===== src/shared/mas_pkg.sv =====
package mas_pkg;
   // Timing base
   localparam int CLK_MHZ       = 50;
   localparam int LED_PULSE_US  = 62500;   // 62.5 ms
   localparam int LED_PERIOD_US = 500000;  // 0.5 s
   localparam int BTN_HOLD_US   = 500000;  // 0.5 s
   localparam int LED_PULSE_CYC  = LED_PULSE_US * CLK_MHZ;
   localparam int LED_PERIOD_CYC = LED_PERIOD_US * CLK_MHZ;
   localparam int BTN_HOLD_CYC   = BTN_HOLD_US * CLK_MHZ;
   localparam int TIMER_W        = 25;
   localparam int LED_PULSES     = 4;

   // Register map
   localparam logic [15:0] A_SEC      = 16'h0000;
   localparam logic [15:0] A_DAY      = 16'h0003;
   localparam logic [15:0] A_ALM_SEC  = 16'h0007;
   localparam logic [15:0] A_ALM_DAY  = 16'h000a;
   localparam logic [15:0] A_TH_LO    = 16'h000b;
   localparam logic [15:0] A_TH_HI    = 16'h000c;
   localparam logic [15:0] A_CTRL     = 16'h000e;
   localparam logic [15:0] A_STATUS   = 16'h0014;
   localparam logic [15:0] A_EV_LO    = 16'h0220;
   localparam logic [15:0] A_EV_HI    = 16'h0250;
   localparam logic [15:0] EV_BYTES   = 16'h0030;
   localparam logic [3:0]  EV_ENTRIES = 4'hc;

   // Writable-bit masks; unused bits read zero
   localparam logic [7:0] M_SEC     = 8'h7f;
   localparam logic [7:0] M_MIN     = 8'h7f;
   localparam logic [7:0] M_HRS     = 8'h7f;
   localparam logic [7:0] M_DAY     = 8'h07;
   localparam logic [7:0] M_ALM     = 8'hff;
   localparam logic [7:0] M_ALM_DAY = 8'h87;
   localparam logic [7:0] M_CTRL    = 8'hdf;

   // BCD limits
   localparam logic [7:0] BCD_59 = 8'h59;
   localparam logic [7:0] BCD_23 = 8'h23;
   localparam logic [7:0] BCD_11 = 8'h11;
   localparam logic [7:0] BCD_12 = 8'h12;
   localparam logic [7:0] BCD_7  = 8'h07;
   localparam logic [7:0] BCD_0  = 8'h00;
   localparam logic [7:0] BCD_1  = 8'h01;

   // Field positions
   localparam int ST_MIP   = 5;
   localparam int ST_TLF   = 2;
   localparam int ST_THF   = 1;
   localparam int ST_TOD_ALARM_FLAG  = 0;
   localparam int CT_UNDER_LOW_IRQ_EN  = 2;
   localparam int CT_OVER_HIGH_IRQ_EN  = 1;
   localparam int CT_AIE   = 0;
   localparam int HR_12    = 6;
   localparam int HR_PM    = 5;
   localparam int ALM_MASK = 7;

   localparam logic [7:0] DUR_MAX = 8'hff;

   typedef logic [7:0] mas_byte_t;

   typedef enum logic [1:0] {
      LED_BOTH = 2'b00,
      LED_GOOD = 2'b01,
      LED_BAD  = 2'b10,
      LED_ALT  = 2'b11
   } mas_led_e;

   typedef struct packed {
      logic        wr;
      logic [15:0] addr;
      logic [7:0]  wdata;
   } mas_reg_req_s;

   typedef struct packed {
      logic        valid;
      logic [7:0]  temp;
      logic [23:0] count;
   } mas_sample_s;
endpackage : mas_pkg


===== src/rtl/mas_alarm_status.sv =====
`timescale 1ns/1ps
// Contract
// (RL1) Low and high threshold bytes live at 000Bh and 000Ch, host writable.
// (RL2) Samples strictly inside the band record no alarm.
// (RL3) Out-of-band sample sets high or low flag in status at 0014h.
// (RL4) Interrupt asserts for high alarm with its enable, low alarm likewise.
// (RL5) Excursion start copies three-byte sample count, low byte first.
// (RL6) Duration byte after stamp counts readings beyond the threshold.
// (RL7) After 255 readings and still out, new stamp and counter follow.
// (RL8) Return inside band freezes counter; later crossing opens new stamp.
// (RL9) Low excursions stored in 0220h to 024Fh.
// (RL10) High excursions stored in 0250h to 027Fh, twelve events per band.
// (RL11) Indication is four low pulses, 62.5 ms each, every half second.
// (RL12) Mission start pulses both outputs together four times.
// (RL13) Status request pulses good output if all in band, else bad output.
// (RL14) Request before first sample alternates four pulses, bad output first.
// (RL15) Status request via spec test command or button held half second.
// (RL16) Time, calendar, alarm in BCD; unused bits always read zero.
// (RL17) Hours bit 6 selects 12-hour; bit 5 is PM or twenty-hours digit.
// (RL18) Four alarm registers 0007h-000Ah, mask bit 7, match 0000h-0003h.
// (RL19) Alarm fires on every unmasked field matching; all masked each second.
// (RL20) Changing a time or control register stops the mission.
// (RL21) Temperature and alarm flags stay set until host writes zero.
// (RL22) Alarm flag set on match; drives interrupt only when enabled.
// (RL23) Full region discards further stamps, leaving stored entries intact.
// (RL24) New indication request restarts the four-pulse sequence.
module mas_alarm_status #(
   parameter int LED_PULSE_CYC  = mas_pkg::LED_PULSE_CYC,
   parameter int LED_PERIOD_CYC = mas_pkg::LED_PERIOD_CYC,
   parameter int BTN_HOLD_CYC   = mas_pkg::BTN_HOLD_CYC
) (
   input  wire logic                  clk,
   input  wire logic                  reset,
   input  wire logic                  tick_1s,
   input  wire mas_pkg::mas_reg_req_s reg_req,
   output logic [7:0]                 reg_rdata,
   input  wire mas_pkg::mas_sample_s  sample,
   input  wire logic                  mission_start,
   input  wire logic                  spec_test_cmd,
   input  wire logic                  pushbutton_n,
   output logic                       good_led_n,
   output logic                       bad_led_n,
   output logic                       int_n,
   output logic                       mission_active
);
   localparam int TW = mas_pkg::TIMER_W;
   localparam logic [TW-1:0] PULSE_L  = TW'(LED_PULSE_CYC);
   localparam logic [TW-1:0] PERIOD_L = TW'(LED_PERIOD_CYC - 1);
   localparam logic [TW-1:0] HOLD_L   = TW'(BTN_HOLD_CYC - 1);
   localparam logic [1:0]    LAST_P   = 2'(mas_pkg::LED_PULSES - 1);

   mas_pkg::mas_byte_t time_q [4], time_d [4];
   mas_pkg::mas_byte_t alm_q [4], alm_d [4];
   mas_pkg::mas_byte_t th_lo_q, th_lo_d, th_hi_q, th_hi_d, ctrl_q, ctrl_d;
   logic mip_q, mip_d, tlf_q, tlf_d, thf_q, thf_d, tod_alarm_flag_q, tod_alarm_flag_d;
   logic seen_q, seen_d, anyout_q, anyout_d;
   logic [7:0] rd_val, wmask, rdata_q;
   logic [1:0] band_out, samp_set;
   logic [1:0][7:0] ev_rd;
   logic [1:0] ev_hit;
   logic [15:0] a;
   logic samp_ok, wr;

   // Binary-coded decimal increment: {carry, next}, wraps max to lo
   function automatic logic [8:0] bcd_inc(input logic [7:0] v,
                                          input logic [7:0] max,
                                          input logic [7:0] lo);
      logic [8:0] r;
      if (v == max) r = {1'b1, lo};
      else if (v[3:0] == 4'h9) r = {1'b0, v[7:4] + 4'h1, 4'h0};
      else r = {1'b0, v + 8'h01};
      return r;
   endfunction : bcd_inc

   assign a       = reg_req.addr;
   assign wr      = reg_req.wr;
   assign samp_ok = sample.valid & mip_q;
   // Strictly inside the band gives neither term
   assign band_out[0] = sample.temp <= th_lo_q;  // RL2
   assign band_out[1] = sample.temp >= th_hi_q;  // RL2
   assign samp_set    = band_out & {2{samp_ok}};

   // Read mux and writable mask per address
   always_comb begin
      rd_val = 8'h00;
      wmask  = 8'h00;
      if (a <= mas_pkg::A_DAY) begin
         rd_val = time_q[a[1:0]];
         unique case (a[1:0])
            2'd0: wmask = mas_pkg::M_SEC;
            2'd1: wmask = mas_pkg::M_MIN;
            2'd2: wmask = mas_pkg::M_HRS;
            2'd3: wmask = mas_pkg::M_DAY;
         endcase
      end else if (a >= mas_pkg::A_ALM_SEC && a <= mas_pkg::A_ALM_DAY) begin
         rd_val = alm_q[2'(a - mas_pkg::A_ALM_SEC)];
         wmask  = (a == mas_pkg::A_ALM_DAY) ? mas_pkg::M_ALM_DAY
                                            : mas_pkg::M_ALM;
      end else if (a == mas_pkg::A_TH_LO) begin
         rd_val = th_lo_q;
         wmask  = 8'hff;
      end else if (a == mas_pkg::A_TH_HI) begin
         rd_val = th_hi_q;
         wmask  = 8'hff;
      end else if (a == mas_pkg::A_CTRL) begin
         rd_val = ctrl_q;
         wmask  = mas_pkg::M_CTRL;
      end else if (a == mas_pkg::A_STATUS) begin
         rd_val = 8'h00;
         rd_val[mas_pkg::ST_MIP]  = mip_q;
         rd_val[mas_pkg::ST_TLF]  = tlf_q;
         rd_val[mas_pkg::ST_THF]  = thf_q;
         rd_val[mas_pkg::ST_TOD_ALARM_FLAG] = tod_alarm_flag_q;
      end else if (ev_hit[0]) begin
         rd_val = ev_rd[0];
      end else if (ev_hit[1]) begin
         rd_val = ev_rd[1];
      end
   end

   // Timekeeping, alarm, thresholds, control and status flags
   always_comb begin
      logic [8:0] r;
      logic       c, pm, day_c, match;
      r = 9'h000;
      c = 1'b0;
      day_c = 1'b0;
      match = 1'b1;
      time_d = time_q;
      alm_d = alm_q;
      th_lo_d = th_lo_q;
      th_hi_d = th_hi_q;
      ctrl_d = ctrl_q;
      mip_d = mip_q;
      tlf_d = tlf_q;
      thf_d = thf_q;
      tod_alarm_flag_d = tod_alarm_flag_q;
      seen_d = seen_q;
      anyout_d = anyout_q;
      pm = time_q[2][mas_pkg::HR_PM];
      if (tick_1s) begin
         r = bcd_inc(time_q[0], mas_pkg::BCD_59, mas_pkg::BCD_0);
         time_d[0] = r[7:0];
         c = r[8];
         if (c) begin
            r = bcd_inc(time_q[1], mas_pkg::BCD_59, mas_pkg::BCD_0);
            time_d[1] = r[7:0];
            c = r[8];
         end
         if (c && time_q[2][mas_pkg::HR_12]) begin  // RL17
            r = {1'b0, 3'b000, time_q[2][4:0]};
            if (r[7:0] == mas_pkg::BCD_11) begin
               day_c = pm;
               pm = ~pm;
               r[7:0] = mas_pkg::BCD_12;
            end else begin
               r = bcd_inc(r[7:0], mas_pkg::BCD_12, mas_pkg::BCD_1);
            end
            time_d[2] = {2'b01, pm, r[4:0]};
         end else if (c) begin
            r = bcd_inc({2'b00, time_q[2][5:0]}, mas_pkg::BCD_23,
                        mas_pkg::BCD_0);  // RL17
            time_d[2] = r[7:0];
            day_c = r[8];
         end
         if (day_c) begin
            r = bcd_inc(time_q[3], mas_pkg::BCD_7, mas_pkg::BCD_1);
            time_d[3] = r[7:0];
         end
         // Each unmasked field must match the advanced time
         for (int i = 0; i < 4; i++) begin
            if (!alm_q[i][mas_pkg::ALM_MASK] &&
                alm_q[i][6:0] != time_d[i][6:0]) begin
               match = 1'b0;  // RL19
            end
         end
      end else begin
         match = 1'b0;
      end
      // Host write; masked bits never stored so they read zero
      if (wr) begin
         if (a <= mas_pkg::A_DAY) begin
            time_d[a[1:0]] = reg_req.wdata & wmask;  // RL16
         end else if (a >= mas_pkg::A_ALM_SEC &&
                      a <= mas_pkg::A_ALM_DAY) begin
            alm_d[2'(a - mas_pkg::A_ALM_SEC)] = reg_req.wdata & wmask;  // RL18
         end else if (a == mas_pkg::A_TH_LO) begin
            th_lo_d = reg_req.wdata;  // RL1
         end else if (a == mas_pkg::A_TH_HI) begin
            th_hi_d = reg_req.wdata;  // RL1
         end else if (a == mas_pkg::A_CTRL) begin
            ctrl_d = reg_req.wdata & wmask;
         end else if (a == mas_pkg::A_STATUS) begin
            // Flags clear only by writing zero; mission bit by writing zero or by a tamper write
            mip_d  = mip_q & reg_req.wdata[mas_pkg::ST_MIP];
            tlf_d  = tlf_q & reg_req.wdata[mas_pkg::ST_TLF];  // RL21
            thf_d  = thf_q & reg_req.wdata[mas_pkg::ST_THF];  // RL21
            tod_alarm_flag_d = tod_alarm_flag_q & reg_req.wdata[mas_pkg::ST_TOD_ALARM_FLAG];  // RL21
         end
         // Tamper guard: only a real change stops the mission
         if (a <= mas_pkg::A_CTRL && wmask != 8'h00 &&
             (reg_req.wdata & wmask) != rd_val) begin
            mip_d = 1'b0;  // RL20
         end
      end
      // Hardware sets win over a clearing write in the same cycle
      if (match) tod_alarm_flag_d = 1'b1;  // RL22
      if (samp_set[0]) tlf_d = 1'b1;  // RL3
      if (samp_set[1]) thf_d = 1'b1;  // RL3
      if (samp_ok) seen_d = 1'b1;
      if (|samp_set) anyout_d = 1'b1;
      if (mission_start) begin
         mip_d = 1'b1;
         seen_d = 1'b0;
         anyout_d = 1'b0;
      end
   end

   always_ff @(posedge clk) begin
      if (reset) begin
         time_q <= '{default: 8'h00};
         alm_q <= '{default: 8'h00};
         th_lo_q <= 8'h00;
         th_hi_q <= 8'h00;
         ctrl_q <= 8'h00;
         {mip_q, tlf_q, thf_q, tod_alarm_flag_q, seen_q, anyout_q} <= 6'h00;
         rdata_q <= 8'h00;
      end else begin
         time_q <= time_d;
         alm_q <= alm_d;
         th_lo_q <= th_lo_d;
         th_hi_q <= th_hi_d;
         ctrl_q <= ctrl_d;
         {mip_q, tlf_q, thf_q, tod_alarm_flag_q, seen_q, anyout_q} <=
            {mip_d, tlf_d, thf_d, tod_alarm_flag_d, seen_d, anyout_d};
         rdata_q <= rd_val;
      end
   end

   // Excursion logging, one region per band (0 low, 1 high)
   for (genvar b = 0; b < 2; b++) begin : g_band
      localparam logic [15:0] BASE = b ? mas_pkg::A_EV_HI : mas_pkg::A_EV_LO;
      mas_pkg::mas_byte_t ev_q [48], ev_d [48];
      logic       exc_q, exc_d, live_q, live_d;
      logic [3:0] ptr_q, ptr_d, last;
      logic [7:0] dur_q, dur_d;
      logic [15:0] off;

      assign off   = a - BASE;
      assign ev_hit[b] = a >= BASE && off < mas_pkg::EV_BYTES;  // RL9 RL10
      assign ev_rd[b]  = ev_hit[b] ? ev_q[off[5:0]] : 8'h00;
      assign last  = ptr_q - 4'h1;

      always_comb begin
         ev_d = ev_q;
         exc_d = exc_q;
         live_d = live_q;
         ptr_d = ptr_q;
         dur_d = dur_q;
         if (mission_start) begin
            exc_d = 1'b0;
            live_d = 1'b0;
            ptr_d = 4'h0;
            dur_d = 8'h00;
         end else if (samp_ok) begin
            if (!band_out[b]) begin
               exc_d = 1'b0;  // RL8
            end else if (!exc_q || dur_q == mas_pkg::DUR_MAX) begin  // RL7
               exc_d = 1'b1;
               dur_d = 8'h01;
               live_d = 1'b0;
               if (ptr_q < mas_pkg::EV_ENTRIES) begin  // RL23
                  ev_d[{ptr_q, 2'd0}] = sample.count[7:0];  // RL5
                  ev_d[{ptr_q, 2'd1}] = sample.count[15:8];
                  ev_d[{ptr_q, 2'd2}] = sample.count[23:16];
                  ev_d[{ptr_q, 2'd3}] = 8'h01;  // RL6
                  ptr_d = ptr_q + 4'h1;
                  live_d = 1'b1;
               end
            end else begin
               dur_d = dur_q + 8'h01;  // RL6
               if (live_q) ev_d[{last, 2'd3}] = dur_q + 8'h01;
            end
         end
      end

      always_ff @(posedge clk) begin
         if (reset) begin
            ev_q <= '{default: 8'h00};
            exc_q <= 1'b0;
            live_q <= 1'b0;
            ptr_q <= 4'h0;
            dur_q <= 8'h00;
         end else begin
            ev_q <= ev_d;
            exc_q <= exc_d;
            live_q <= live_d;
            ptr_q <= ptr_d;
            dur_q <= dur_d;
         end
      end
   end

   // Pushbutton and LED sequencer
   logic btn_s1_q, btn_s2_q, btn_s3_q, btn_lvl_q, btn_lvl_d, fire;
   logic [TW-1:0] hold_q, hold_d, cnt_q, cnt_d;
   logic run_q, run_d, good_q, good_d, bad_q, bad_d, int_q, int_d;
   logic [1:0] idx_q, idx_d;
   mas_pkg::mas_led_e pat_q, pat_d;

   always_comb begin
      logic on;
      btn_lvl_d = (btn_s2_q == btn_s3_q) ? btn_s3_q : btn_lvl_q;
      hold_d = btn_lvl_q ? '0 : (hold_q == HOLD_L ? hold_q : hold_q + 1'b1);
      // Fires once per press, only with a mission already running
      fire = !btn_lvl_q && hold_q == HOLD_L - 1'b1 && mip_q;  // RL15
      run_d = run_q;
      pat_d = pat_q;
      cnt_d = cnt_q;
      idx_d = idx_q;
      if (mission_start) begin
         run_d = 1'b1;  // RL24
         pat_d = mas_pkg::LED_BOTH;  // RL12
         cnt_d = '0;
         idx_d = 2'd0;
      end else if (spec_test_cmd || fire) begin  // RL15
         run_d = 1'b1;  // RL24
         cnt_d = '0;
         idx_d = 2'd0;
         if (mip_q && !seen_q) pat_d = mas_pkg::LED_ALT;  // RL14
         else if (anyout_q) pat_d = mas_pkg::LED_BAD;  // RL13
         else pat_d = mas_pkg::LED_GOOD;  // RL13
      end else if (run_q) begin
         cnt_d = cnt_q + 1'b1;
         if (cnt_q == PERIOD_L) begin  // RL11
            cnt_d = '0;
            if (idx_q == LAST_P) run_d = 1'b0;
            else idx_d = idx_q + 2'd1;
         end
      end
      on = run_d && cnt_d < PULSE_L;  // RL11
      good_d = !(on && (pat_d == mas_pkg::LED_BOTH ||
                        pat_d == mas_pkg::LED_GOOD ||
                        (pat_d == mas_pkg::LED_ALT && idx_d[0])));
      bad_d = !(on && (pat_d == mas_pkg::LED_BOTH ||
                       pat_d == mas_pkg::LED_BAD ||
                       (pat_d == mas_pkg::LED_ALT && !idx_d[0])));
      int_d = !((thf_d && ctrl_d[mas_pkg::CT_OVER_HIGH_IRQ_EN]) ||
                (tlf_d && ctrl_d[mas_pkg::CT_UNDER_LOW_IRQ_EN]) ||
                (tod_alarm_flag_d && ctrl_d[mas_pkg::CT_AIE]));  // RL4 RL22
   end

   // Sync chain resets high: an idle button reads released
   always_ff @(posedge clk) begin
      if (reset) begin
         {btn_s1_q, btn_s2_q, btn_s3_q, btn_lvl_q} <= 4'hf;
         hold_q <= '0;
         cnt_q <= '0;
         run_q <= 1'b0;
         idx_q <= 2'd0;
         pat_q <= mas_pkg::LED_BOTH;
         {good_q, bad_q, int_q} <= 3'h7;
      end else begin
         btn_s1_q <= pushbutton_n;
         btn_s2_q <= btn_s1_q;
         btn_s3_q <= btn_s2_q;
         btn_lvl_q <= btn_lvl_d;
         hold_q <= hold_d;
         cnt_q <= cnt_d;
         run_q <= run_d;
         idx_q <= idx_d;
         pat_q <= pat_d;
         {good_q, bad_q, int_q} <= {good_d, bad_d, int_d};
      end
   end

   assign reg_rdata      = rdata_q;
   assign good_led_n     = good_q;
   assign bad_led_n      = bad_q;
   assign int_n          = int_q;
   assign mission_active = mip_q;
endmodule : mas_alarm_status


===== config.mk =====
export PLATFORM = sky130hd
export DESIGN_NAME = mas_alarm_status
export DESIGN_NICKNAME = d
export VERILOG_FILES = /design/src/shared/mas_pkg.sv /design/src/rtl/mas_alarm_status.sv
export SDC_FILE = /design/constraint.sdc
export NUM_CORES = 2
export LEC_CHECK = 0
export BUFFER_PORTS_ARGS = -buffer_cell sky130_fd_sc_hd__buf_2
export CORE_ASPECT_RATIO = 0.5
export CORE_UTILIZATION = 40
export DETAILED_ROUTE_END_ITERATION = 12
export SLEW_MARGIN = 25
export SYNTH_ARGS = -nofsm -noshare
export SYNTH_HDL_FRONTEND = slang
export SYNTH_SLANG_ARGS = --single-unit

===== constraint.sdc =====
create_clock -name clk -period 5.9 [get_ports clk]
set_clock_uncertainty 0.05 [all_clocks]
set_input_delay 1.18 -clock clk [delete_from_list [all_inputs] [get_ports clk]]
set_output_delay 1.18 -clock clk [all_outputs]
set_load 0.02 [all_outputs]

After elaboration in Yosys (flattened, before gate mapping)
Cells that the tools add are included.
{"block": "word_totals", "mem_count": 0, "latch_bits": 0, "reg_bits": 960, "wordCells": 521, "output_inout_bits": 12, "in_bits": 64, "ram_bits": 0, "rom_bits": 0}
{"block": "op_classes", "n_div": 0, "n_mux": 166, "mul": 0, "magnitude_cmp": 39, "shift": 0, "addsub": 22, "bitwise": 34, "eq_ne": 42, "n_reduce_logical": 82}
{"operator": "$bwmux W384", "count": 8}
{"operator": "$mux W384", "count": 6}
{"operator": "$and A336 B336 Y336", "count": 2}
{"operator": "$not A336 Y336", "count": 2}
{"operator": "$demux W8 S6", "count": 10}
{"operator": "$mux W8", "count": 46}
{"operator": "$mux W25", "count": 4}
{"operator": "$bmux W8 S6", "count": 2}
{"operator": "$mux W32", "count": 3}
{"operator": "$or A48 B48 Y48", "count": 2}
{"operator": "$ge A7 B7 Y1 const B", "count": 12}
{"operator": "$not A6 Y7", "count": 12}
{"operator": "$eq A25 B25 Y1 const B", "count": 3}
{"operator": "$lt A7 B1 Y1 const B", "count": 10}
{"operator": "$bwmux W32", "count": 2}
{"operator": "$eq A16 B4 Y1 const B", "count": 4}
{"operator": "$mux W1", "count": 61}
{"operator": "$add A25 B1 Y25 const B", "count": 2}
{"operator": "$add A8 B1 Y8 const B", "count": 5}
{"operator": "$mux W9", "count": 4}
{"operator": "$logic_and A1 B1 Y1", "count": 33}
{"operator": "$bmux W8 S2", "count": 2}
{"operator": "$demux W8 S2", "count": 2}
{"operator": "$ge A16 B10 Y1 const B", "count": 2}
{"operator": "57 further kinds", "count": 146}

Longest topological paths before layout
{"block": "logic_depth", "depth_word": 19, "depth_mapped": 17, "depth_no_buf": 11}

Worst setup path after synthesis
No wires, ideal clock.
{"block": "synth_path", "kind": "in2reg", "start": "input reg_req[9] (netlist bit)", "end": "register mip_q (netlist: mission_active)", "setup_time_ns": 0.096, "cell_stages": 15, "t_required_ns": 5.754, "t_arrival_ns": 4.292, "path_slack_ns": 1.462, "path_buffers": 4, "cell_sequence": "clkbuf_1 buf_2 buf_2 inv_1 clkbuf_1 ha_1 and3_1 nand4_1 nand4_1 a31oi_1 a21oi_1 a21oi_1 or3_1 a2111o_1 o41ai_2"}
{"block": "synth_via", "elab_chain_len": 18, "word_cells_on_any_way": 70, "cone_classes": "3 x add/sub; 8 x order compare; 14 x eq/ne; 30 x mux; 5 x bitwise; 10 x reduce/logical"}
{"element": "start: declaration", "line": "mas_alarm_status.sv:35", "rtl": "input wire mas_pkg::mas_reg_req_s reg_req,"}
{"element": "branches (longest 18 deep; another with $sub A16 B10 Y16)"}
{"element": "end signal: assignment", "line": "mas_alarm_status.sv:234", "rtl": "{mip_q, tlf_q, thf_q, tod_alarm_flag_q, seen_q, anyout_q} <="}
{"element": "end: declaration", "line": "mas_alarm_status.sv:55", "rtl": "logic mip_q, mip_d, tlf_q, tlf_d, thf_q, thf_d, tod_alarm_flag_q, tod_alarm_flag_d;"}
Several ways; the timed one is not identified. The select of a mux whose other input is x is not followed.
A chain may end at the register's enable or synchronous reset.

Final worst setup path
{"block": "layout_path", "start": "input reg_req[8] (netlist bit)", "end": "register mip_q (netlist: mission_active)"}
Same word-level chain as after synthesis.

==> impl_metrics.toml <==
[run_status]
status = "finished, final reports clean"

[die]
die_h_um = 245.8
dieArea_um2 = 120400
rows = 89
start_util_pct = 40.33
die_x_um = 489.7
ios = 76
core_um2 = 117900

[logic_synthesis]
yosysTopAreaCellShare_pct = 40.41
ys_async_sr_fraction_pct = 0
synth_area_um2 = 47560
synth_edf_count = 0
ys_top_cells_by_area = "dfxtp_1, mux4_2, mux2i_1, a21oi_1, nand2_1"
synth_top_area_cell = "dfxtp_1"
ys_seq_area_share_pct = 40.41
yosysUniqueCellTypes = 85
yosys_warnings = 0
synthCells = 5523
ys_ff_latch = 960
synthFlopType = "dfxtp_1"
syn_nets = 5652
syn_area_per_cell_um2 = 8.612

[worst_hold_path]
hold_path_class = "flip-flop to flip-flop"

[critical_path]
cp.arrival_ns = 5.26
crit_fanout = 34
required_ns = 6.44
path_cells = "buf_8 -> buf_4 -> mux4_2 -> mux4_2 -> nor3b_1 -> nor3_1 -> buf_4 -> nor4_1 -> a211oi_1 -> xor2_1 -> a2111o_1 -> o41ai_2"
crit_path_max_incr_delay_ns = 0.57
start_kind = "primary input"
crit_path_end_kind = "flip-flop"
crit_slowest_cell = "mux4_2"
crit_type = "primary input to flip-flop"

[clock_tree]
post_cts_resize_count = 0
cts.sink_count = 960
clkTransAtPathRegs_ns = 0.07
cts_buffers = 93
clock_latency_ns = 0.73
root_buffer = "clkbuf_16"
cts_htree_levels = 3
hold_buffers = 0
clock_path_buffers = 3
cts_tree = "built"
postCtsSetupRepairBufs = 0

[layout]
fill_cells = 11280
areaGrowthSynthToFinish_pct = 9.502
layout-drive-gt1-share_pct = 10.53
final_net_count = 5387
fin_cells = 6930

[global_route]
grt_max_degree = 233
grt_pass1_vias = 39740
antenna_found_initial = 9
grt_pass1_wl_mm = 258.2
grtUsageTotal_pct = 28.18
overflow = 0

[timing]
worst_slew_pin_slew_ns = 1.207
fmax_mhz = 211.9
rsz0062_at_grt = "false"
finalSetupTns_ns = 0
layout_min_cycle_time_ns = 4.720
period_share_pct = 79.99
setup_ws_ns = 1.180
finalMaxSlewViolations = 0
setup_viol = 0
finalHoldViolCount = 0
relSlewSlack_pct = 19.57

[routing]
viasPerCell = 6.159
wl_mm = 174.0
drcViolationCount = 0
drtAntennaViolNets = 0
first_pass_iters = 6
num_vias = 42680
drtIter0Drc = 5290
avgRoutedWirePerCell_um = 25.11

[place]
dp_slack_ns = 0.5680
place_congestion = 0.9170
numPortBuffers = 75
dp_hpwl_mm = 112.9
placed_cells = 6755

[job]
cap_violations = 0

[power_and_ir_drop]
leakage_uw = 0.01835
power_density_nw_per_um2 = 267.9
peakVddDrop_uv = 199.4
cells in the mapped netlist (57+ instances only):
library cell,number
dfxtp_1,960
a21oi_1,621
nand2_1,598
nor2_1,460
clkbuf_1,445
o21ai_0,360
mux2i_1,321
nand3_1,297
mux4_2,168
nand2b_1,148
a22oi_1,113
nand4_1,108
inv_1,70
ha_1,65
and3_1,57
cell type report:
| type | instances | area, um^2 | share of cell area [%] |
|---|---|---|---|
| flip-flops and latches | 960 | 19220 | 36.90 |
| inverters | 71 | 266.5 | 0.5117 |
| clock inverters | 43 | 581.8 | 1.117 |
| repair buffers | 175 | 1290 | 2.477 |
| multi-input cells | 3957 | 26050 | 50.02 |
| well taps | 1592 | 1992 | 3.825 |
| clock buffers | 129 | 2674 | 5.134 |
| diodes | 3 | 7.507 | 0.01441 |
registers in the layout, indices dropped and copies added (netlist names), 8 cells and up:
signal        cells
hold_q           25
g_band.dur_q     16
time_q           32
th_hi_q           8
g_band.ev_q     768
alm_q            32
ctrl_q            8
cnt_q            25
th_lo_q           8
reg_rdata         8
g_band.ptr_q      8
power breakdown:
part | leakage, uW | total, uW | switching (uW) | internal (uW)
clock | 0.00159 | 6460 | 2790 | 3670
combinational | 0.00902 | 957 | 714 | 243
sequential | 0.00774 | 6530 | 28.2 | 6500
per-layer routing:
| metal | share of wire (%) | global-route usage, % |
|---|---|---|
| met2 | 44 | 42.76 |
| met3 | 10 | 6.017 |
| met5 | 0.0075 | 0 |
| met4 | 3.7 | 10.23 |
| met1 | 43 | 39.20 |
cells by family (layout without fill, tap and decap cells):
| logic type | after synthesis | count (layout) | share of synthesized area (%) |
|---|---|---|---|
| mux | 498 | 498 | 14.92 |
| other cells | 0 | 3 | 0 |
| xor+xnor | 97 | 97 | 1.786 |
| compound gates | 1390 | 1390 | 17.10 |
| fa+ha+maj | 65 | 65 | 1.710 |
| buf+inv | 606 | 418 | 5.075 |
| simple gates | 1907 | 1907 | 19.00 |
| flops | 960 | 960 | 40.41 |
per-stage QoR:
step | cell area (um^2) | hold slack [ns] | total power (uW) | utilization (%)
2_1_floorplan | 47560 | 0.3395 | 7233 | -
3_3_place_gp | 48770 | 0.3880 | 7599 | 41.35
3_5_place_dp | 48780 | 0.3944 | 7608 | 41.36
4_1_cts | 52030 | 0.4035 | 13990 | 44.12
5_1_grt | 52080 | 0.4167 | 14330 | 44.16
6_report | 52080 | 0.4010 | 13950 | 44.16
cell usage in the layout, fill, tap and decap left out, types with 22 or more instances in the layout:
cell type	netlist	layout
and3_1	57	55
ha_1	65	65
nand2_1	598	597
nand3_1	297	290
clkbuf_16	0	94
mux4_2	168	168
a21oi_1	621	621
a22oi_1	113	113
a31oi_1	23	22
o22ai_1	24	24
xnor2_1	47	47
inv_1	70	70
mux2i_1	321	321
o21ai_0	360	360
and2_1	39	38
dfxtp_1	960	960
nand2b_1	148	148
nor2_1	460	453
xor2_1	50	50
nor4_1	23	22
nor2b_1	38	36
nand4_1	108	108
buf_4	20	89
buf_2	33	72
a211oi_1	46	46
a221oi_1	39	39
nor3_1	42	41
critical path, delay by kind of cell:
kind	cells	cell delay, ns
AO/OA/AOI/OAI	3	0.92
XOR/XNOR	1	0.15
buffers and inverters	3	1.07
multiplexers	2	1.07
AND/OR/NAND/NOR	3	0.80
worst paths after layout:
path,from,to,slack [ns],depth (start not counted)
hold / removal,btn_s1_q,btn_s2_q,0.40,1
setup reg to reg,time_q[24],int_n,1.60,10
setup / recovery,reg_req[8],mission_active,1.18,12
hold reg to reg,btn_s1_q,btn_s2_q,0.40,1
(Power assumes the default switching activity.)
